<file path="config.mk">
export PLATFORM = sky130hd
export DESIGN_NAME = spi_status_response
export DESIGN_NICKNAME = d
export VERILOG_FILES = /design/src/design/spi_status_response.v /design/src/design/flag_cell.v
export VERILOG_INCLUDE_DIRS = /design/src /design/src/design
export SDC_FILE = /design/constraint.sdc
export NUM_CORES = 1
export LEC_CHECK = 0
export BUFFER_PORTS_ARGS = -buffer_cell sky130_fd_sc_hd__buf_2
export CAP_MARGIN = 20
export CORE_AREA = 3 3 97 99
export CTS_CLUSTER_SIZE = 14
export DETAILED_ROUTE_END_ITERATION = 8
export DIE_AREA = 0 0 100 102
export GPL_TIMING_DRIVEN = 0
export HOLD_SLACK_MARGIN = 0.12
export PLACE_DENSITY = 0.77
export REMOVE_ABC_BUFFERS = 1
export SYNTH_ARGS = -nofsm -noshare
export SYNTH_HDL_FRONTEND = slang
export SYNTH_SLANG_ARGS = --single-unit
</file>
<file path="constraint.sdc">
create_clock -name clk -period 1.98 [get_ports clk]
set_clock_uncertainty 0.15 [all_clocks]
set_input_delay 0.099 -clock clk [delete_from_list [all_inputs] [get_ports clk]]
set_output_delay 0.099 -clock clk [all_outputs]
set_load 0.1 [all_outputs]
</file>
<file path="src/design/sbc_status_map.vh">
`ifndef SBC_STATUS_MAP_VH
`define SBC_STATUS_MAP_VH

// ----------------------------------------------------------------------------
// Frame geometry
// ----------------------------------------------------------------------------
`define FRAME_W        16
`define BYTE_W         8
`define CNT_W          5
`define FRAME_BITS     5'h10
`define LAST_HI_BIT    5'h07
`define SECOND_BIT     5'h01
`define ADDR_W         5

// ----------------------------------------------------------------------------
// Command type encodings carried in frame bits 15-14
// ----------------------------------------------------------------------------
`define CMD_READ_LO    2'h0
`define CMD_READ_HI    2'h3
`define CMD_WRITE      2'h1

// ----------------------------------------------------------------------------
// Addresses of the two LIN flag registers (frame bits 13-9)
// ----------------------------------------------------------------------------
`define ADDR_FIRST_LIN  5'h13
`define ADDR_SECOND_LIN 5'h14

// ----------------------------------------------------------------------------
// LIN flag byte layout and sizes
// ----------------------------------------------------------------------------
`define LIN_CNT        2
`define LIN_FLAG_W     6
`define LIN_ALL_W      12
`define LF_WAKE        0
`define LF_TERM        1
`define LF_OTEMP       2
`define LF_RXD_LOW     3
`define LF_RXD_HIGH    4
`define LF_TXD_DOM     5
`define SYNC_W         15

// ----------------------------------------------------------------------------
// Status word bit positions
// ----------------------------------------------------------------------------
`define ST_INT         15
`define ST_WU          14
`define ST_RST         13
`define ST_CAN_G       12
`define ST_LIN_G       11
`define ST_IO_G        10
`define ST_SAFE_G      9
`define ST_REG_G       8
`define ST_CAN_BUS     7
`define ST_CAN_LOCAL_SIDE_SOURCE     6
`define ST_SECOND_LIN_SOURCE        5
`define ST_FIRST_LIN_SOURCE        4
`define ST_IO_HI       3
`define ST_IO_LO       2
`define ST_REG_HI      1
`define ST_REG_LO      0

`endif

</file>
<file path="src/design/spi_status_response.v">
`timescale 1ns/1ps
`include "sbc_status_map.vh"

module spi_status_response (
  input  wire                    clk,               // System clock, 50 MHz.
  input  wire                    rst_n,             // Asynchronous reset, active low.
  input  wire                    sclk,              // SPI clock pin from the host.
  input  wire                    cs_n,              // SPI chip select pin, active low.
  input  wire                    mosi,              // SPI data in from the host.
  output wire                    miso,              // SPI data out to the host.
  output wire                    miso_oe,           // Drive enable for the data out pin.
  input  wire [`LIN_CNT-1:0]     lin_wake_det,      // LIN wake detector, level pins.
  input  wire [`LIN_CNT-1:0]     lin_term_gnd,      // LIN termination short detector.
  input  wire [`LIN_CNT-1:0]     lin_over_temp,     // LIN thermal sensor above threshold.
  input  wire [`LIN_CNT-1:0]     lin_rxd_low,       // LIN receive pin shorted low.
  input  wire [`LIN_CNT-1:0]     lin_rxd_high,      // LIN receive pin shorted recessive.
  input  wire [`LIN_CNT-1:0]     lin_txd_dom,       // LIN transmit pin shorted low.
  input  wire                    int_flags_pending, // Other interrupt flags unread.
  input  wire                    wake_flags_pending,// Other wake-up flags unread.
  input  wire                    rst_flags_pending, // Reset source flags unread.
  input  wire                    can_bus_pending,   // CAN bus side flag unread.
  input  wire                    can_local_pending, // CAN local side flag unread.
  input  wire                    io_high_pending,   // I/O high sub-address flag unread.
  input  wire                    io_low_pending,    // I/O low sub-address flag unread.
  input  wire                    safe_pending,      // Fail-safe flag unread.
  input  wire                    reg_high_pending,  // Regulator high sub-address flag.
  input  wire                    reg_low_pending,   // Regulator low sub-address flag.
  output reg  [`FRAME_W-1:0]     status_word_reg,   // Registered copy of the status word.
  output reg  [`LIN_ALL_W-1:0]   lin_flags_reg,     // Registered copy of all LIN flags.
  output reg                     frame_done_reg     // Pulse after a complete frame.
);

  // --------------------------------------------------------------------------
  // Declarations
  // --------------------------------------------------------------------------
  localparam ST_IDLE  = 1'b0;  // Chip select high, output released.
  localparam ST_FRAME = 1'b1;  // Frame in progress.

  reg  [`SYNC_W-1:0]     sync1_reg;      // First synchroniser stage.
  reg  [`SYNC_W-1:0]     sync2_reg;      // Second synchroniser stage.
  wire                   cs_s;           // Synchronised chip select.
  wire                   sclk_s;         // Synchronised SPI clock.
  wire                   mosi_s;         // Synchronised data in.
  wire [`LIN_CNT-1:0]    txd_s;          // Synchronised transmit fault.
  wire [`LIN_CNT-1:0]    rxh_s;          // Synchronised receive-high fault.
  wire [`LIN_CNT-1:0]    rxl_s;          // Synchronised receive-low fault.
  wire [`LIN_CNT-1:0]    ot_s;           // Synchronised over-temperature.
  wire [`LIN_CNT-1:0]    term_s;         // Synchronised termination short.
  wire [`LIN_CNT-1:0]    wake_s;         // Synchronised wake detector.
  reg                    cs_prev_reg;    // Chip select one cycle back.
  reg                    sclk_prev_reg;  // SPI clock one cycle back.
  reg  [`LIN_CNT-1:0]    wake_prev_reg;  // Wake detector one cycle back.
  wire                   cs_fall;        // Frame start.
  wire                   cs_rise;        // Frame end.
  wire                   sclk_rise;      // Host sampling edge.
  wire [`LIN_CNT-1:0]    wake_rise;      // New wake event.
  wire [`LIN_ALL_W-1:0]  lin_flags;      // Latched LIN flags.
  wire [`LIN_ALL_W-1:0]  flag_set;       // Set causes per flag.
  wire [`LIN_ALL_W-1:0]  flag_gone;      // Recovered causes per flag.
  wire [`LIN_ALL_W-1:0]  flag_clr;       // Read-clear pulses per flag.
  wire [`LIN_FLAG_W-1:0] first_lin_source_flags;     // First LIN interface flags.
  wire [`LIN_FLAG_W-1:0] second_lin_source_flags;     // Second LIN interface flags.
  reg  [`FRAME_W-1:0]    status_comb;    // Live status word.
  reg                    state_reg;      // Frame state.
  reg                    state_next;     // Next frame state.
  reg  [`CNT_W-1:0]      cnt_reg;        // Host sampling edges seen.
  reg  [`CNT_W-1:0]      cnt_next;       // Next edge count.
  reg  [`FRAME_W-1:0]    rx_reg;         // Received frame bits.
  reg  [`FRAME_W-1:0]    rx_next;        // Next received bits.
  reg  [`FRAME_W-1:0]    tx_reg;         // Bits still to send.
  reg  [`FRAME_W-1:0]    tx_next;        // Next send bits.
  reg                    miso_reg;       // Data out flip-flop.
  reg                    miso_next;      // Next data out.
  reg  [1:0]             cmd_reg;        // Command type of the frame.
  reg  [1:0]             cmd_next;       // Next command type.
  reg  [`LIN_ALL_W-1:0]  rep_reg;        // Flags sent in this frame.
  reg  [`LIN_ALL_W-1:0]  rep_next;       // Next sent flags.
  reg  [`LIN_CNT-1:0]    clr_reg;        // Per interface read-clear pulse.
  reg  [`LIN_CNT-1:0]    clr_next;       // Next read-clear pulse.
  reg                    done_next;      // Next frame-done pulse.
  reg  [`BYTE_W-1:0]     rd_byte;        // Second byte of a read frame.
  wire                   is_read;        // Frame command is a read.
  wire                   is_write;       // Frame command is a write.
  wire [`ADDR_W-1:0]     addr_early;     // Address seen before bit 8.
  wire [`ADDR_W-1:0]     addr_final;     // Address of the whole frame.

  // --------------------------------------------------------------------------
  // Input synchronisers and edge detection
  // --------------------------------------------------------------------------

  // Every SPI and LIN pin passes two flip-flops; only the second stage is read.
  // Reset loads idle levels: select high, rest low.
  // Ones would latch every fault flag at reset exit.
  always @(posedge clk or negedge rst_n) begin
    if (!rst_n) begin
      sync1_reg <= {1'b1, {`SYNC_W-1{1'b0}}};
      sync2_reg <= {1'b1, {`SYNC_W-1{1'b0}}};
    end else begin
      sync1_reg <= {cs_n, sclk, mosi, lin_txd_dom, lin_rxd_high, lin_rxd_low,
                    lin_over_temp, lin_term_gnd, lin_wake_det};
      sync2_reg <= sync1_reg;
    end
  end

  // Split the second stage into named signals.
  assign {cs_s, sclk_s, mosi_s, txd_s, rxh_s, rxl_s, ot_s, term_s, wake_s} = sync2_reg;

  // Delayed copies for edge finding on the synchronised side.
  always @(posedge clk or negedge rst_n) begin
    if (!rst_n) begin
      cs_prev_reg   <= 1'b1;
      sclk_prev_reg <= 1'b0;
      wake_prev_reg <= {`LIN_CNT{1'b1}};
    end else begin
      cs_prev_reg   <= cs_s;
      sclk_prev_reg <= sclk_s;
      wake_prev_reg <= wake_s;
    end
  end

  // Edges come from synchronised copies, so each
  // host half period must span four clocks.
  assign cs_fall   = cs_prev_reg & ~cs_s;
  assign cs_rise   = ~cs_prev_reg & cs_s;
  assign sclk_rise = ~sclk_prev_reg & sclk_s & ~cs_s;
  assign wake_rise = wake_s & ~wake_prev_reg;

  // --------------------------------------------------------------------------
  // LIN diagnostic flags
  // --------------------------------------------------------------------------
  genvar gi;
  genvar gk;
  generate
    for (gi = 0; gi < `LIN_CNT; gi = gi + 1) begin : g_lin
      // Wake is an event and needs no recovery; faults set while present.
      assign flag_set[gi*`LIN_FLAG_W +: `LIN_FLAG_W] =
        {txd_s[gi], rxh_s[gi], rxl_s[gi], ot_s[gi], term_s[gi], wake_rise[gi]};
      assign flag_gone[gi*`LIN_FLAG_W +: `LIN_FLAG_W] =
        ~{txd_s[gi], rxh_s[gi], rxl_s[gi], ot_s[gi], term_s[gi], 1'b0};
      // Only the flags that actually went out in the read are cleared.
      assign flag_clr[gi*`LIN_FLAG_W +: `LIN_FLAG_W] =
        {`LIN_FLAG_W{clr_reg[gi]}} & rep_reg[gi*`LIN_FLAG_W +: `LIN_FLAG_W];
      for (gk = 0; gk < `LIN_FLAG_W; gk = gk + 1) begin : g_flag
        // Sticky cell: clears on read only once the cause is gone.
        flag_cell u_flag (
          .clk       (clk),
          .rst_n     (rst_n),
          .set_in    (flag_set[gi*`LIN_FLAG_W+gk]),
          .cond_gone (flag_gone[gi*`LIN_FLAG_W+gk]),
          .clr_in    (flag_clr[gi*`LIN_FLAG_W+gk]),
          .flag_reg  (lin_flags[gi*`LIN_FLAG_W+gk])
        );
      end
    end
  endgenerate

  // First interface in the low six bits, second above.
  assign first_lin_source_flags = lin_flags[`LIN_FLAG_W-1:0];
  assign second_lin_source_flags = lin_flags[`LIN_ALL_W-1:`LIN_FLAG_W];

  // --------------------------------------------------------------------------
  // Status word
  // --------------------------------------------------------------------------

  // The word is a pure function of the latched flags and pending inputs, so it drops as soon
  // as the last contributing flag has been read away.
  always @* begin
    status_comb = {`FRAME_W{1'b0}};
    // Wake flags stay out of the interrupt summary; they feed the wake, LIN group and LIN source bits.
    status_comb[`ST_INT] = int_flags_pending | (|(lin_flags & ~{
      {`LIN_FLAG_W-1{1'b0}}, 1'b1, {`LIN_FLAG_W-1{1'b0}}, 1'b1}));
    status_comb[`ST_WU] = wake_flags_pending | first_lin_source_flags[`LF_WAKE]
                          | second_lin_source_flags[`LF_WAKE];
    status_comb[`ST_RST] = rst_flags_pending;
    status_comb[`ST_CAN_G] = can_bus_pending | can_local_pending;
    status_comb[`ST_LIN_G] = (|first_lin_source_flags) | (|second_lin_source_flags);
    status_comb[`ST_IO_G] = io_high_pending | io_low_pending;
    status_comb[`ST_SAFE_G] = safe_pending;
    status_comb[`ST_REG_G] = reg_high_pending | reg_low_pending;
    status_comb[`ST_CAN_BUS] = can_bus_pending;
    status_comb[`ST_CAN_LOCAL_SIDE_SOURCE] = can_local_pending;
    status_comb[`ST_SECOND_LIN_SOURCE] = |second_lin_source_flags;
    status_comb[`ST_FIRST_LIN_SOURCE] = |first_lin_source_flags;
    status_comb[`ST_IO_HI] = io_high_pending;
    status_comb[`ST_IO_LO] = io_low_pending;
    status_comb[`ST_REG_HI] = reg_high_pending;
    status_comb[`ST_REG_LO] = reg_low_pending;
  end

  // --------------------------------------------------------------------------
  // SPI frame engine
  // --------------------------------------------------------------------------
  // Codes 00 and 11 read; 10 neither reads nor writes.
  assign is_read    = (cmd_reg == `CMD_READ_LO) || (cmd_reg == `CMD_READ_HI);
  assign is_write   = (cmd_reg == `CMD_WRITE);
  assign addr_early = rx_reg[`ADDR_W-1:0];
  assign addr_final = rx_reg[`FRAME_W-3:`FRAME_W-2-`ADDR_W];

  // Second byte of a read: the addressed LIN flag register, else zero.
  // Bits 7-6 of the flag byte always read zero.
  always @* begin
    rd_byte = {`BYTE_W{1'b0}};
    if (addr_early == `ADDR_FIRST_LIN) begin
      rd_byte[`LIN_FLAG_W-1:0] = first_lin_source_flags;
    end else if (addr_early == `ADDR_SECOND_LIN) begin
      rd_byte[`LIN_FLAG_W-1:0] = second_lin_source_flags;
    end
  end

  // Frame sequencing: load status at select, shift on each sampling edge.
  always @* begin
    state_next = state_reg;
    cnt_next   = cnt_reg;
    rx_next    = rx_reg;
    tx_next    = tx_reg;
    miso_next  = miso_reg;
    cmd_next   = cmd_reg;
    rep_next   = rep_reg;
    clr_next   = {`LIN_CNT{1'b0}};
    done_next  = 1'b0;
    case (state_reg)
      ST_IDLE: begin
        if (cs_fall) begin
          // Fixed byte first, extended byte queued behind it.
          state_next = ST_FRAME;
          cnt_next   = {`CNT_W{1'b0}};
          rx_next    = {`FRAME_W{1'b0}};
          tx_next    = status_comb;
          miso_next  = status_comb[`FRAME_W-1];
          rep_next   = {`LIN_ALL_W{1'b0}};
        end
      end
      ST_FRAME: begin
        if (cs_rise) begin
          // Only a complete read of a LIN register clears its flags.
          state_next = ST_IDLE;
          miso_next  = 1'b0;
          if (cnt_reg == `FRAME_BITS) begin
            done_next = 1'b1;
            if (is_read && (addr_final == `ADDR_FIRST_LIN)) begin
              clr_next[0] = 1'b1;
            end else if (is_read && (addr_final == `ADDR_SECOND_LIN)) begin
              clr_next[1] = 1'b1;
            end
          end
        end else if (sclk_rise && (cnt_reg != `FRAME_BITS)) begin
          // Rises past the sixteenth are ignored.
          cnt_next = cnt_reg + 1'b1;
          rx_next  = {rx_reg[`FRAME_W-2:0], mosi_s};
          tx_next  = {tx_reg[`FRAME_W-2:0], 1'b0};
          if (cnt_reg == `SECOND_BIT) begin
            cmd_next = {rx_reg[0], mosi_s};
          end
          if ((cnt_reg == `LAST_HI_BIT) && !is_write) begin
            // Not a write: the extended byte is withheld.
            tx_next = {{`BYTE_W{1'b0}}, {`BYTE_W{1'b0}}};
            if (is_read) begin
              tx_next[`FRAME_W-1:`BYTE_W] = rd_byte;
              if (addr_early == `ADDR_FIRST_LIN) begin
                rep_next[`LIN_FLAG_W-1:0] = first_lin_source_flags;
              end else if (addr_early == `ADDR_SECOND_LIN) begin
                rep_next[`LIN_ALL_W-1:`LIN_FLAG_W] = second_lin_source_flags;
              end
            end
          end
          miso_next = tx_next[`FRAME_W-1];
        end
      end
      default: begin
        state_next = ST_IDLE;
      end
    endcase
  end

  // The clear pulse lands one cycle after frame end,
  // once the host has taken the flag byte.
  // Frame engine registers.
  always @(posedge clk or negedge rst_n) begin
    if (!rst_n) begin
      state_reg      <= ST_IDLE;
      cnt_reg        <= {`CNT_W{1'b0}};
      rx_reg         <= {`FRAME_W{1'b0}};
      tx_reg         <= {`FRAME_W{1'b0}};
      miso_reg       <= 1'b0;
      cmd_reg        <= `CMD_READ_LO;
      rep_reg        <= {`LIN_ALL_W{1'b0}};
      clr_reg        <= {`LIN_CNT{1'b0}};
      frame_done_reg <= 1'b0;
    end else begin
      state_reg      <= state_next;
      cnt_reg        <= cnt_next;
      rx_reg         <= rx_next;
      tx_reg         <= tx_next;
      miso_reg       <= miso_next;
      cmd_reg        <= cmd_next;
      rep_reg        <= rep_next;
      clr_reg        <= clr_next;
      frame_done_reg <= done_next;
    end
  end

  // --------------------------------------------------------------------------
  // Observation outputs
  // --------------------------------------------------------------------------

  // Registered copies for the rest of the chip.
  // Both copies lag the live values by one clock.
  always @(posedge clk or negedge rst_n) begin
    if (!rst_n) begin
      status_word_reg <= {`FRAME_W{1'b0}};
      lin_flags_reg   <= {`LIN_ALL_W{1'b0}};
    end else begin
      status_word_reg <= status_comb;
      lin_flags_reg   <= lin_flags;
    end
  end

  // The data pin is driven only while a frame is open.
  assign miso    = miso_reg;
  assign miso_oe = (state_reg == ST_FRAME);

endmodule // spi_status_response

</file>
<file path="src/design/flag_cell.v">
`timescale 1ns/1ps

// ----------------------------------------------------------------------------
// Sticky diagnostic flag with read-to-clear once the cause has gone.
// ----------------------------------------------------------------------------
module flag_cell (
  input  wire clk,        // System clock.
  input  wire rst_n,      // Asynchronous reset, active low.
  input  wire set_in,     // Cause present or event seen this cycle.
  input  wire cond_gone,  // High when the cause has recovered.
  input  wire clr_in,     // One-cycle read-clear pulse for this flag.
  output reg  flag_reg    // Latched flag value.
);

  reg flag_next;  // Next flag value.

  // A set always wins over a clear arriving in the same cycle.
  always @* begin
    flag_next = flag_reg;
    if (set_in) begin
      flag_next = 1'b1;
    end else if (clr_in && cond_gone) begin
      flag_next = 1'b0;
    end
  end

  // Flag storage, cleared by reset.
  always @(posedge clk or negedge rst_n) begin
    if (!rst_n) begin
      flag_reg <= 1'b0;
    end else begin
      flag_reg <= flag_next;
    end
  end

endmodule // flag_cell

</file>
## After elaboration in Yosys (flattened, before gate mapping)

Index checks and enable logic that the tools add are counted.

| storage, ports and cells | value |
|---|---|
| flip-flop bits (word level) | 127 |

| operators by class | value |
|---|---|
| bitwise gates (word level) | 22 |
| reduce and logical (&&, ||, !) cells | 39 |
| muxes and demuxes | 65 |
| add/sub/neg operators | 1 |
| eq/ne operators | 19 |

Operators with widths:

| kind | count |
|---|---|
| 12-bit two-way mux | 5 |
| 15-bit two-way mux | 3 |
| 14-bit two-way mux | 3 |
| 6-bit two-way mux | 6 |
| 1-bit two-way mux | 35 |
| 15-bit one-hot mux with 2 select lines | 1 |
| 14-bit one-hot mux with 2 select lines | 1 |
| 5-bit equality test, second input constant | 5 |
| 12-bit one-hot mux with 2 select lines | 1 |
| 2-bit nonzero test | 12 |
| 1-bit logical AND | 16 |
| 16-bit two-way mux | 1 |
| 5-bit two-way mux | 3 |
| 6-bit bitwise AND | 2 |
| 6-bit inverter | 2 |
| 6-bit OR reduction | 2 |
| 2-bit by 1-bit inequality test with 1-bit output, second input constant | 5 |
| 5-bit one-hot mux with 2 select lines | 1 |
| 10-bit OR reduction | 1 |
| 1-bit OR | 7 |
| 7-bit AND reduction | 1 |
| 2-bit two-way mux | 3 |
| 2-bit inequality test, second input constant | 3 |
| 6-bit AND reduction | 1 |
| other kinds (18) | 26 |

## Longest topological paths before layout

Gate-level depths: netlist (run 1).

| depth | value |
|---|---|
| word-level depth | 8 |
| depth in mapped cells | 8 |

## Hierarchy

Synthesis (run 1) repeated with hierarchy kept, for this count alone.

| second synthesis, totals | value |
|---|---|
| cell total of the unflattened synthesis | 395 |
| area total of the unflattened synthesis | 4928.5 um^2 |

Modules (own cells, without submodules):

| module | instances | area an instance (um^2) | cells an instance |
|---|---|---|---|
| spi_status_response | 1 | 4493.1 | 359 |
| flag_cell | 12 | 36.3 | 3 |

## Worst setup path before layout (run 1)

OpenSTA, ideal clock, no wires.

| timing | value |
|---|---|
| path kind | register to register |
| start | reg state_reg, in the netlist miso_oe |
| end | reg tx_reg[13] |
| arrival time | 2.095 ns |
| stages on the path, launching flop included | 7 |
| period minus slack after synthesis | 2.366 ns |
| slack | -0.386 ns |
| path buffers | 2 |
| data required time | 1.709 ns |
| path through | dfrtp_1 -> buf_4 -> and4bb_4 -> a21oi_4 -> buf_6 -> a221o_1 -> o22a_1 |

| between the ends | value |
|---|---|
| cells in the longest elaborated chain, start to end | 3 |

RTL lines:

| what | RTL line | text |
|---|---|---|
| start, declared | spi_status_response.v:64 | `reg state_reg;` |
| start signal, assigned | spi_status_response.v:290 | `state_reg <= state_next;` |
| 1-bit inverter | - |  |
| 2-bit inequality test (no line) | - |  |
| 3-bit AND reduction (no line) | - |  |
| end signal, assigned | spi_status_response.v:283 | `` tx_reg <= {`FRAME_W{1'b0}}; `` |
| end signal, assigned | spi_status_response.v:293 | `tx_reg <= tx_next;` |
| end, declared | spi_status_response.v:70 | `` reg [`FRAME_W-1:0] tx_reg; `` |

Parallel ways exist; a longest one is shown, timed or not.
A chain may end at the register's enable or synchronous reset.

## Worst setup path after layout (run 1)

| timing | value |
|---|---|
| start | reg cnt_reg[1] |
| end | reg miso_reg, in the netlist miso |

| between the ends | value |
|---|---|
| cells in the longest elaborated chain, start to end | 6 |

RTL lines:

| what | RTL line | text |
|---|---|---|
| start, declared | spi_status_response.v:66 | `` reg [`CNT_W-1:0] cnt_reg; `` |
| start signal, assigned | spi_status_response.v:281 | `` cnt_reg <= {`CNT_W{1'b0}}; `` |
| start signal, assigned | spi_status_response.v:291 | `cnt_reg <= cnt_next;` |
| 5-bit by 3-bit equality test with 1-bit output (no line) | - |  |
| 1-bit logical AND | spi_status_response.v:254 | `` if ((cnt_reg == `LAST_HI_BIT) && !is_write) begin `` |
| 16-bit two-way mux | spi_status_response.v:254 |  |
| 1-bit two-way mux | spi_status_response.v:246 | `` end else if (sclk_rise && (cnt_reg != `FRAME_BITS)) begin `` |
| 1-bit two-way mux | spi_status_response.v:234 | `if (cs_rise) begin` |
| 1-bit one-hot mux with 2 select lines | spi_status_response.v:221 | `case (state_reg)` |
| end signal, assigned | spi_status_response.v:294 | `miso_reg <= miso_next;` |
| end, declared | spi_status_response.v:72 | `reg miso_reg;` |

Parallel ways exist; a longest one is shown, timed or not. The select of a mux whose other input is x is not followed.

==> results of run 1 <==
routing by layer:
layer	share of wire, %	vias up	track usage, %
met3	5.4	28	5.94
met2	52	140	38.2
met1	40	1831	28.7
met5	0	-	0
li1	-	1600	-
met4	2.7	0	10.6
worst max-delay path: cells and delay by family, from the launching register on:
family                     cells  cell delay, ps
adders and majority gates      1             180
and+or+nand+nor                1             210
AOI/OAI and AO/OA              3             610
buffers and inverters          2             370
DFF                            1             410
cell type report:
cell class | instances | area, um2
multi-input cells | 221 | 1650
flip-flops and latches | 127 | 3190
inverters | 10 | 38.8
fillers | 492 | 1970
clock inverters | 14 | 236
repair buffers | 125 | 1000
well taps | 108 | 135
clock buffers | 18 | 428
final timing paths:
| check | end | startpoint |
|---|---|---|
| max reg2reg | miso | cnt_reg[1] |
| min in group asynchronous | cnt_reg[4] | rst_n |
| max in group asynchronous | wake_prev_reg[0] | rst_n |
| min | sync2_reg[5] | sync1_reg[5] |
| max | miso | cnt_reg[1] |
| min reg2reg | sync2_reg[5] | sync1_reg[5] |
timing repair:
action | 4_1_cts | 5_1_grt
hold buffers | 50 | 0
buffers inserted | 5 | 9
hold endpoints to repair | 168 | 0
pin swaps | 3 | 6
endpoints found under the setup margin | 48 | 20
gates cloned | 1 | 1
gates resized for setup | 11 | 5
cells in the mapped netlist (all sizes together) (2+ instances only):
cell,n
a22o,15
or2,5
nor4,2
nand3,9
nand4bb,2
nor3,3
nor2,17
a21o,14
a221oi,2
inv,9
o211ai,12
a21oi,11
ha,4
buf,11
o311ai,12
o22a,3
nand4,3
xor2,2
a221o,3
a2bb2oi,2
nand3b,6
dfrtp,122
o21ai,12
dfstp,5
and4bb,5
a31oi,4
nand2b,3
or3,2
nand2,56
a41oi,2
clkbuf,5
cell families (layout without fill, tap and decap cells):
kind of cell,after synthesis,in the layout,share of synthesized area [%]
buf+inv,26,167,2.85
flops,127,127,65.3
simple gates,118,118,13.9
fa+ha+maj,5,5,1.23
xor+xnor,2,2,0.359
compound gates,94,95,16.2
mux,1,1,0.231
power breakdown:
| part | internal [mW] | leakage [nW] | switching [mW] |
|---|---|---|---|
| registers | 2.75 | 1.45 | 0.109 |
| logic | 0.292 | 1.01 | 0.475 |
| clock network | 2.33 | 0.322 | 1.14 |
through the flow:
step	cell area, um2	setup slack [ps]	hold slack (ps)	TNS [ps]	utilization (%)
global route	6670	-117	204	-400	77.2
finish	6670	-71.1	196	-71.1	77.2
global placement	5200	-1340	54.8	-148590	60.2
floorplan	4780	-1420	-347	-50740	-
CTS	6550	-4.09	188	-4.09	75.9
detailed placement	5290	-530	-107	-12490	61.2
==> results.py, run 1 <==
metrics = {
    "outcome": {
        "status": "finished with violations",
        "violations": "setup timing",
    },
    "yosys": {
        "synth_cell_types": 57,
        "synth_seq_cells": 127,
        "synthTopCellsByArea": "dfrtp_1 (63%), nand2_1 (4.2%), o311ai_2 (3.0%), a22o_1 (2.7%), dfstp_2 (2.7%)",
        "synth-warning-count": 0,
        "ys_async_sr_fraction_pct": 100,
        "synth_edf_count": 0,
        "synth_top_area_share_pct": 62.6,
        "syn-cell-area_mm2": 0.00488,
        "syn_inst": 373,
        "synth_area_per_cell_um2": 13.1,
        "synth-seq-area-share_pct": 65.3,
        "synth_ff_type": "dfrtp_1",
        "synth_area_leader_cell": "dfrtp_1",
    },
    "grt": {
        "grt_pass1_wl_um": 18100,
        "gr-usage-all-layers_pct": 23.1,
        "grt_pass1_vias": 3622,
        "grt-ovfl-total": 0,
        "antenna_found_initial": 0,
        "grt_start_max_net_pins": 85,
    },
    "pwr": {
        "ir_drop_mv": 0.748,
        "finalPower_mw": 7.11,
        "power_density_mw_per_mm2": 1070,
        "power.leakage_nw": 2.79,
    },
    "routing": {
        "dr_total_vias": 3599,
        "drtIter0Drc": 205,
        "routed_wl_um": 11400,
        "ant_nets": 0,
        "dr.pass1.iters": 5,
        "viasPerCell": 5.78,
        "drc": 0,
        "wl_per_cell_um": 18.4,
    },
    "die": {
        "core_area_mm2": 0.00864,
        "rows": 34,
        "die-area_mm2": 0.0102,
        "start_util_pct": 56.5,
        "chipWidth_um": 100,
        "chipHeight_um": 102,
        "io_pins": 58,
    },
    "cts": {
        "cts_buffers": 17,
        "cts_tree": "done",
        "htree_levels": 4,
        "cts.path.max_buffers": 2,
        "clk_pin_slew_worst_paths_ps": 60,
        "root_buffer": "clkbuf_8",
        "cts_sinks": 127,
        "clock_latency_ps": 510,
    },
    "setup_path": {
        "slowest_delay_ps": 410,
        "path_cells": "inv_1 -> ha_4 -> nand4bb_4 -> a21oi_4 -> clkbuf_16 -> a31oi_1 -> a221oi_2",
        "r2r_setup_slack_ps": -70,
        "ff2ff_path_depth": 7,
        "worst_path_max_delay_cell": "dfrtp_1",
        "worstPathRequired_ps": 2240,
        "end_kind": "register",
        "cp-start-kind": "register",
        "arrival_ps": 2310,
        "worstSetupPathType": "register to register",
        "cp_max_fo": 14,
    },
    "placed_design": {
        "portBuffers": 57,
        "post-dp-hpwl_um": 6110,
        "post-place-cells": 525,
        "globalplace.congestion": 0.851,
    },
    "timing": {
        "worst_slew_pin_slew_ps": 495,
        "min_period_ps": 2050,
        "hold_viol_final": 0,
        "finalMaxSlewViolations": 0,
        "fmax_mhz": 488,
        "finalSetupViolations": 1,
        "setup_slack_ps": -71.1,
        "relSlewSlack_pct": 67.0,
        "fin_crit_sh_pct": 104,
        "rsz0062_at_grt": "true",
    },
    "layout": {
        "n_antenna_cell": 0,
        "final_layout_size_suffix_gt1_share_pct": 29.7,
        "largest_reg_flops": 16,
        "fin_cells": 623,
        "area_growth_pct": 36.8,
        "final_cell_mix": "dfrtp_1 (121), buf_2 (56), nand2_1 (55)",
        "nets": 533,
        "final_common_cell": "dfrtp_1",
    },
    "min_path": {
        "min_path_type": "register to register",
        "min_path_cells": 0,
    },
    "run": {
        "cap_violations": 0,
    },
}
Power figures use the tool's default switching activity.
==> inputs of run 2 (changes only) <==
BUFFER_PORTS_ARGS = -buffer_cell sky130_fd_sc_hd__buf_4   (was -buffer_cell sky130_fd_sc_hd__buf_2)
==> run 2 against run 1 <==
Compared with the run above: largest power group unchanged; the run now ends clean; sequential share of layout area is 0.45 points lower; flip-flop and latch count stayed put; critical endpoint unchanged; maximum frequency is 4.8% higher; final area is 0.99% higher; via count is 1.2% lower.
==> results.py, run 2 (synthesis gave the netlist of run 1 again) <==
metrics = {
    "cts": {
        "htree_levels": 4,
        "cts_sinks": 127,
        "root_buffer": "clkbuf_8",
        "clock_latency_ps": 510,
        "cts.path.max_buffers": 2,
        "cts_tree": "done",
        "clk_pin_slew_worst_paths_ps": 60,
        "cts_buffers": 17,
    },
    "pwr": {
        "ir_drop_mv": 0.560,
        "power_density_mw_per_mm2": 1010,
        "switchingPower_mw": 1.71,
        "pwr-share-seq_pct": 42.2,
        "pwr-share-comb_pct": 11.0,
        "finalPower_mw": 6.79,
        "power.leakage_nw": 2.81,
        "netSwitchingFraction_pct": 25.2,
        "p_clk_share_pct": 46.7,
        "intPower_mw": 5.08,
    },
    "min_path": {
        "min_path_type": "primary input to register",
    },
    "setup_path": {
        "worstSetupPathType": "register to register",
        "cp-start-kind": "register",
        "slowest_delay_ps": 450,
        "worstPathRequired_ps": 2240,
        "end_kind": "register",
        "path_cells": "inv_1 -> ha_2 -> nand4bb_4 -> a21oi_4 -> clkbuf_16 -> a31oi_2 -> a221oi_2",
        "cpLargestDelayFamily": "compound AO/OA/AOI/OAI gates",
        "worst_path_max_delay_cell": "dfrtp_2",
        "cp_max_fo": 14,
        "worst-path-buf-inv": 2,
        "arrival_ps": 2210,
    },
    "placed_design": {
        "post-dp-hpwl_um": 6350,
        "dpl_cell_area_mm2": 0.00543,
        "post-place-cells": 525,
        "portBuffers": 57,
        "globalplace.congestion": 0.847,
    },
    "die": {
        "core_area_mm2": 0.00864,
        "start_util_pct": 56.5,
        "io_pins": 58,
        "chipWidth_um": 100,
        "chipHeight_um": 102,
        "die-area_mm2": 0.0102,
        "rows": 34,
    },
    "timing": {
        "finalSetupViolations": 0,
        "finalMaxSlewViolations": 0,
        "hold_viol_final": 0,
        "fin_crit_sh_pct": 98.8,
        "worst_slew_pin_slew_ps": 515,
        "fmax_mhz": 511,
        "holdWs_ps": 193,
        "rsz0062_at_grt": "true",
        "relSlewSlack_pct": 65.3,
        "min_period_ps": 1960,
    },
    "layout": {
        "final_cell_mix": "dfrtp_1 (120), buf_4 (66), nand2_1 (55)",
        "final_layout_size_suffix_gt1_share_pct": 29.7,
        "area_growth_pct": 38.1,
        "post-route-util_pct": 78.0,
        "finish.instance_area_mm2": 0.00674,
        "final_common_cell": "dfrtp_1",
        "nets": 530,
        "largest_reg_flops": 16,
        "fin_cells": 620,
        "n_antenna_cell": 0,
        "fill_cells": 487,
    },
    "routing": {
        "drc": 0,
        "wl_per_cell_um": 18.1,
        "viasPerCell": 5.73,
        "dr.pass1.iters": 4,
        "dr_total_vias": 3555,
        "drtIter0Drc": 176,
        "routed_wl_um": 11200,
        "ant_nets": 0,
    },
    "outcome": {
        "status": "finished, final reports clean",
    },
    "grt": {
        "grt-ovfl-total": 0,
        "gr-usage-all-layers_pct": 23.4,
        "grt_pass1_wl_um": 18300,
        "grt_start_max_net_pins": 80,
        "grt_pass1_vias": 3583,
        "antenna_found_initial": 0,
    },
    "run": {
        "cap_violations": 0,
    },
}
[run 2: cell count changes in the layout (fill, tap and decap cells not counted), moves of 2 or more]
cell / delta
buf_2: -56
buf_4: +53
bufinv_16: -3
clkbuf_8: +2
clkinv_2: -2
clkinvlp_4: +3
nor3_2: -2
[run 2: metrics by stage]
stage	setup slack, ps	TNS (ps)
after CTS	5.18	0
final	23.4	0
after detailed placement	-523	-11360
after global placement	-1350	-48120
after global routing	-56.8	-150
after floorplan	-1420	-50740
[run 2: tightest hold or removal path, delay by kind of cell]
kind	cells	cell delay (ps)
simple gates	1	90
buf+inv	2	630
[run 2: metal layers]
| metal | vias to the layer above | global-route usage [%] | routed length, um | part of all wire (%) |
|---|---|---|---|---|
| met5 | - | 0 | 0 | 0 |
| met4 | 0 | 9.12 | 231 | 2.1 |
| met3 | 27 | 5.60 | 586 | 5.2 |
| met2 | 138 | 38.9 | 5900 | 52 |
| met1 | 1786 | 30.1 | 4530 | 40 |
| li1 | 1604 | - | - | - |
[run 2: path summary, 6_finish.rpt]
kind / startpoint / to / slack, ps / depth (start not counted)
max in group asynchronous: rst_n / wake_prev_reg[1] / 430 / 4
hold / removal: io_low_pending / status_word_reg[10] / 190 / 3
setup reg to reg: cnt_reg[0] / miso / 20 / 7
min in group asynchronous: rst_n / tx_reg[0] / 490 / 3
setup / recovery: cnt_reg[0] / miso / 20 / 7
hold reg to reg: sync1_reg[5] / sync2_reg[5] / 200 / 0
[run 2: area by class of cell]
cell class,count,area (um2),area share (%)
flip-flops and latches,127,3190,47.3
well taps,108,135,2.01
multi-input cells,221,1640,24.4
clock buffers,20,455,6.76
inverters,10,38.8,0.576
clock inverters,12,159,2.36
repair buffers,122,1120,16.6
[run 2: repair_timing]
item,4_1_cts,5_1_grt
buffers inserted,4,7
hold endpoints to repair,168,0
hold buffers,50,0
cloned,1,1
pin swaps,4,7
gates resized for setup,11,7
setup endpoints to repair,48,21
[run 2: power by group through the flow]
| stage | Combinational [mW] | Clock (mW) | Sequential [mW] |
|---|---|---|---|
| floorplan | 0.252 | 0 | 3.02 |
| global placement | 0.554 | 0 | 2.91 |
| detailed placement | 0.619 | 0 | 2.90 |
| CTS | 0.721 | 3.22 | 2.86 |
| global route | 0.811 | 3.34 | 2.89 |
| finish | 0.750 | 3.17 | 2.87 |
==> inputs of run 3 (changes only) <==
==> constraint.sdc (replaced) <==
create_clock -name clk -period 1.98 [get_ports clk]
set_clock_uncertainty 0.15 [all_clocks]
set_input_delay 0.495 -clock clk [delete_from_list [all_inputs] [get_ports clk]]
set_output_delay 0.495 -clock clk [all_outputs]
set_load 0.1 [all_outputs]
==> run 3 against run 2 <==
Compared with the run above: the flow now finishes with violations (setup timing); total power is 0.41% lower; maximum frequency down 2.2%; first-iteration DRC count rose by 20%; routed wire length shrank 2.2%; cell count shrank 3.7%; critical path depth stayed put; core utilization decreased by 2.4 points; largest power group unchanged.
==> results.py, run 3 (synthesis gave the netlist of run 1 again) <==
metrics = {
    "setup_path": {
        "ff2ff_path_depth": 7,
        "arrival_ps": 2270,
        "worstPathRequired_ps": 2240,
        "end_kind": "register",
        "crit_cells": 7,
        "slowest_delay_ps": 450,
        "cp_max_fo": 14,
        "worst-path-buf-inv": 2,
        "cpLargestDelayFamily": "compound AO/OA/AOI/OAI gates",
        "worst_path_max_delay_cell": "dfrtp_2",
        "path_cells": "inv_1 -> ha_2 -> nand4bb_4 -> a21oi_4 -> clkbuf_16 -> a31oi_2 -> a221oi_2",
        "cp-start-kind": "register",
        "worstSetupPathType": "register to register",
    },
    "layout": {
        "post-route-util_pct": 75.6,
        "n_antenna_cell": 0,
        "area_growth_pct": 33.8,
        "final_common_cell": "dfrtp_1",
        "largest_reg_flops": 16,
        "final_cell_mix": "dfrtp_1 (120), buf_4 (66), nand2_1 (55)",
        "final_layout_size_suffix_gt1_share_pct": 31.1,
        "nets": 507,
    },
    "cts": {
        "cts_sinks": 127,
        "htree_levels": 4,
        "cts_tree": "done",
        "cts_buffers": 17,
        "cts.path.max_buffers": 2,
        "clock_latency_ps": 510,
        "root_buffer": "clkbuf_8",
        "clk_pin_slew_worst_paths_ps": 60,
    },
    "grt": {
        "grt_pass1_vias": 3527,
        "gr-usage-all-layers_pct": 22.6,
        "antenna_found_initial": 0,
        "grt_pass1_wl_um": 17600,
        "grt-ovfl-total": 0,
        "grt_start_max_net_pins": 80,
    },
    "placed_design": {
        "post-dp-hpwl_um": 6350,
        "post-place-ws_ps": -523,
        "globalplace.congestion": 0.847,
        "portBuffers": 57,
    },
    "routing": {
        "routed_wl_um": 11000,
        "drc": 0,
        "ant_nets": 0,
        "drtIter0Drc": 211,
        "wl_per_cell_um": 18.4,
        "dr_total_vias": 3464,
        "dr.pass1.iters": 5,
        "viasPerCell": 5.80,
    },
    "pwr": {
        "ir_drop_mv": 0.559,
        "power_density_mw_per_mm2": 1040,
        "switchingPower_mw": 1.71,
        "power.leakage_nw": 2.76,
        "pwr-share-comb_pct": 10.8,
        "pwr-share-seq_pct": 42.4,
        "p_clk_share_pct": 46.8,
        "intPower_mw": 5.06,
        "netSwitchingFraction_pct": 25.2,
    },
    "die": {
        "chipWidth_um": 100,
        "io_pins": 58,
        "die-area_mm2": 0.0102,
        "core_area_mm2": 0.00864,
        "start_util_pct": 56.5,
        "chipHeight_um": 102,
        "rows": 34,
    },
    "timing": {
        "fin_crit_sh_pct": 101,
        "rsz0062_at_grt": "true",
        "finalMaxSlewViolations": 0,
        "setup_slack_ps": -21.0,
        "finalSetupViolations": 1,
        "worst_slew_pin_slew_ps": 663,
        "hold_viol_final": 0,
        "relSlewSlack_pct": 55.4,
        "fmax_mhz": 500,
        "min_period_ps": 2000,
    },
    "outcome": {
        "violations": "setup timing",
        "status": "finished with violations",
    },
    "min_path": {
        "min_path_cells": 0,
        "min_path_type": "register to register",
    },
    "run": {
        "cap_violations": 0,
    },
}
==> run 3: worst paths after layout <==
kind	start	slack [ps]	to
max	cnt_reg[0]	-20	miso
min	sync1_reg[5]	200	sync2_reg[5]
max reg2reg	cnt_reg[0]	-20	miso
min reg2reg	sync1_reg[5]	200	sync2_reg[5]
max in group asynchronous	rst_n	590	wake_prev_reg[1]
min in group asynchronous	rst_n	320	status_word_reg[0]
==> run 3: metal layers <==
metal	vias to the layer above	GRT usage, %	part of all wire (%)	routed length (um)
met5	-	0	0	0
met4	0	10.1	1.5	169
met3	19	5.39	5.5	605
met2	120	36.7	52	5690
met1	1766	29.1	41	4530
li1	1559	-	-	-
==> run 3: what timing repair did <==
| item | CTS | global route |
|---|---|---|
| endpoints found under the setup margin | 49 | 24 |
| hold buffers | 26 | 0 |
| gates cloned | 1 | 1 |
| setup buffers | 4 | 8 |
| hold endpoints to repair | 78 | 0 |
| pin swaps | 4 | 6 |
| resized for setup | 13 | 8 |
==> run 3: power groups by stage <==
stage	clock network [mW]	registers (mW)	logic [mW]
finish	3.17	2.87	0.730
global route	3.34	2.88	0.784
CTS	3.22	2.86	0.688
detailed placement	0	2.90	0.619
global placement	0	2.91	0.554
floorplan	0	3.02	0.252
==> run 3: worst register-to-register path, delay by kind of cell, from the launching register on <==
kind	cells	cell delay, ps
compound gates	3	580
flops	1	450
simple gates	1	220
fa+ha+maj	1	210
buf+inv	2	290
==> run 3: cell type report <==
type	instances	area, um2
Clock inverter	12	159
Multi-Input combinational cell	221	1660
Timing Repair Buffer	99	893
Tap cell	108	135
Fill cell	518	2110
Inverter	10	38.8
Sequential cell	127	3190
Clock buffer	20	455
==> run 3: metrics by stage <==
stage	cells	area, um2	setup TNS, ps	hold WS, ps	total power, mW
global route	597	6530	-254	207	7.01
detailed placement	525	5430	-11360	185	3.52
floorplan	357	4780	-50900	49.4	3.27
global placement	522	5340	-55470	181	3.46
CTS	588	6400	0	198	6.77
finish	597	6530	-21.0	197	6.76
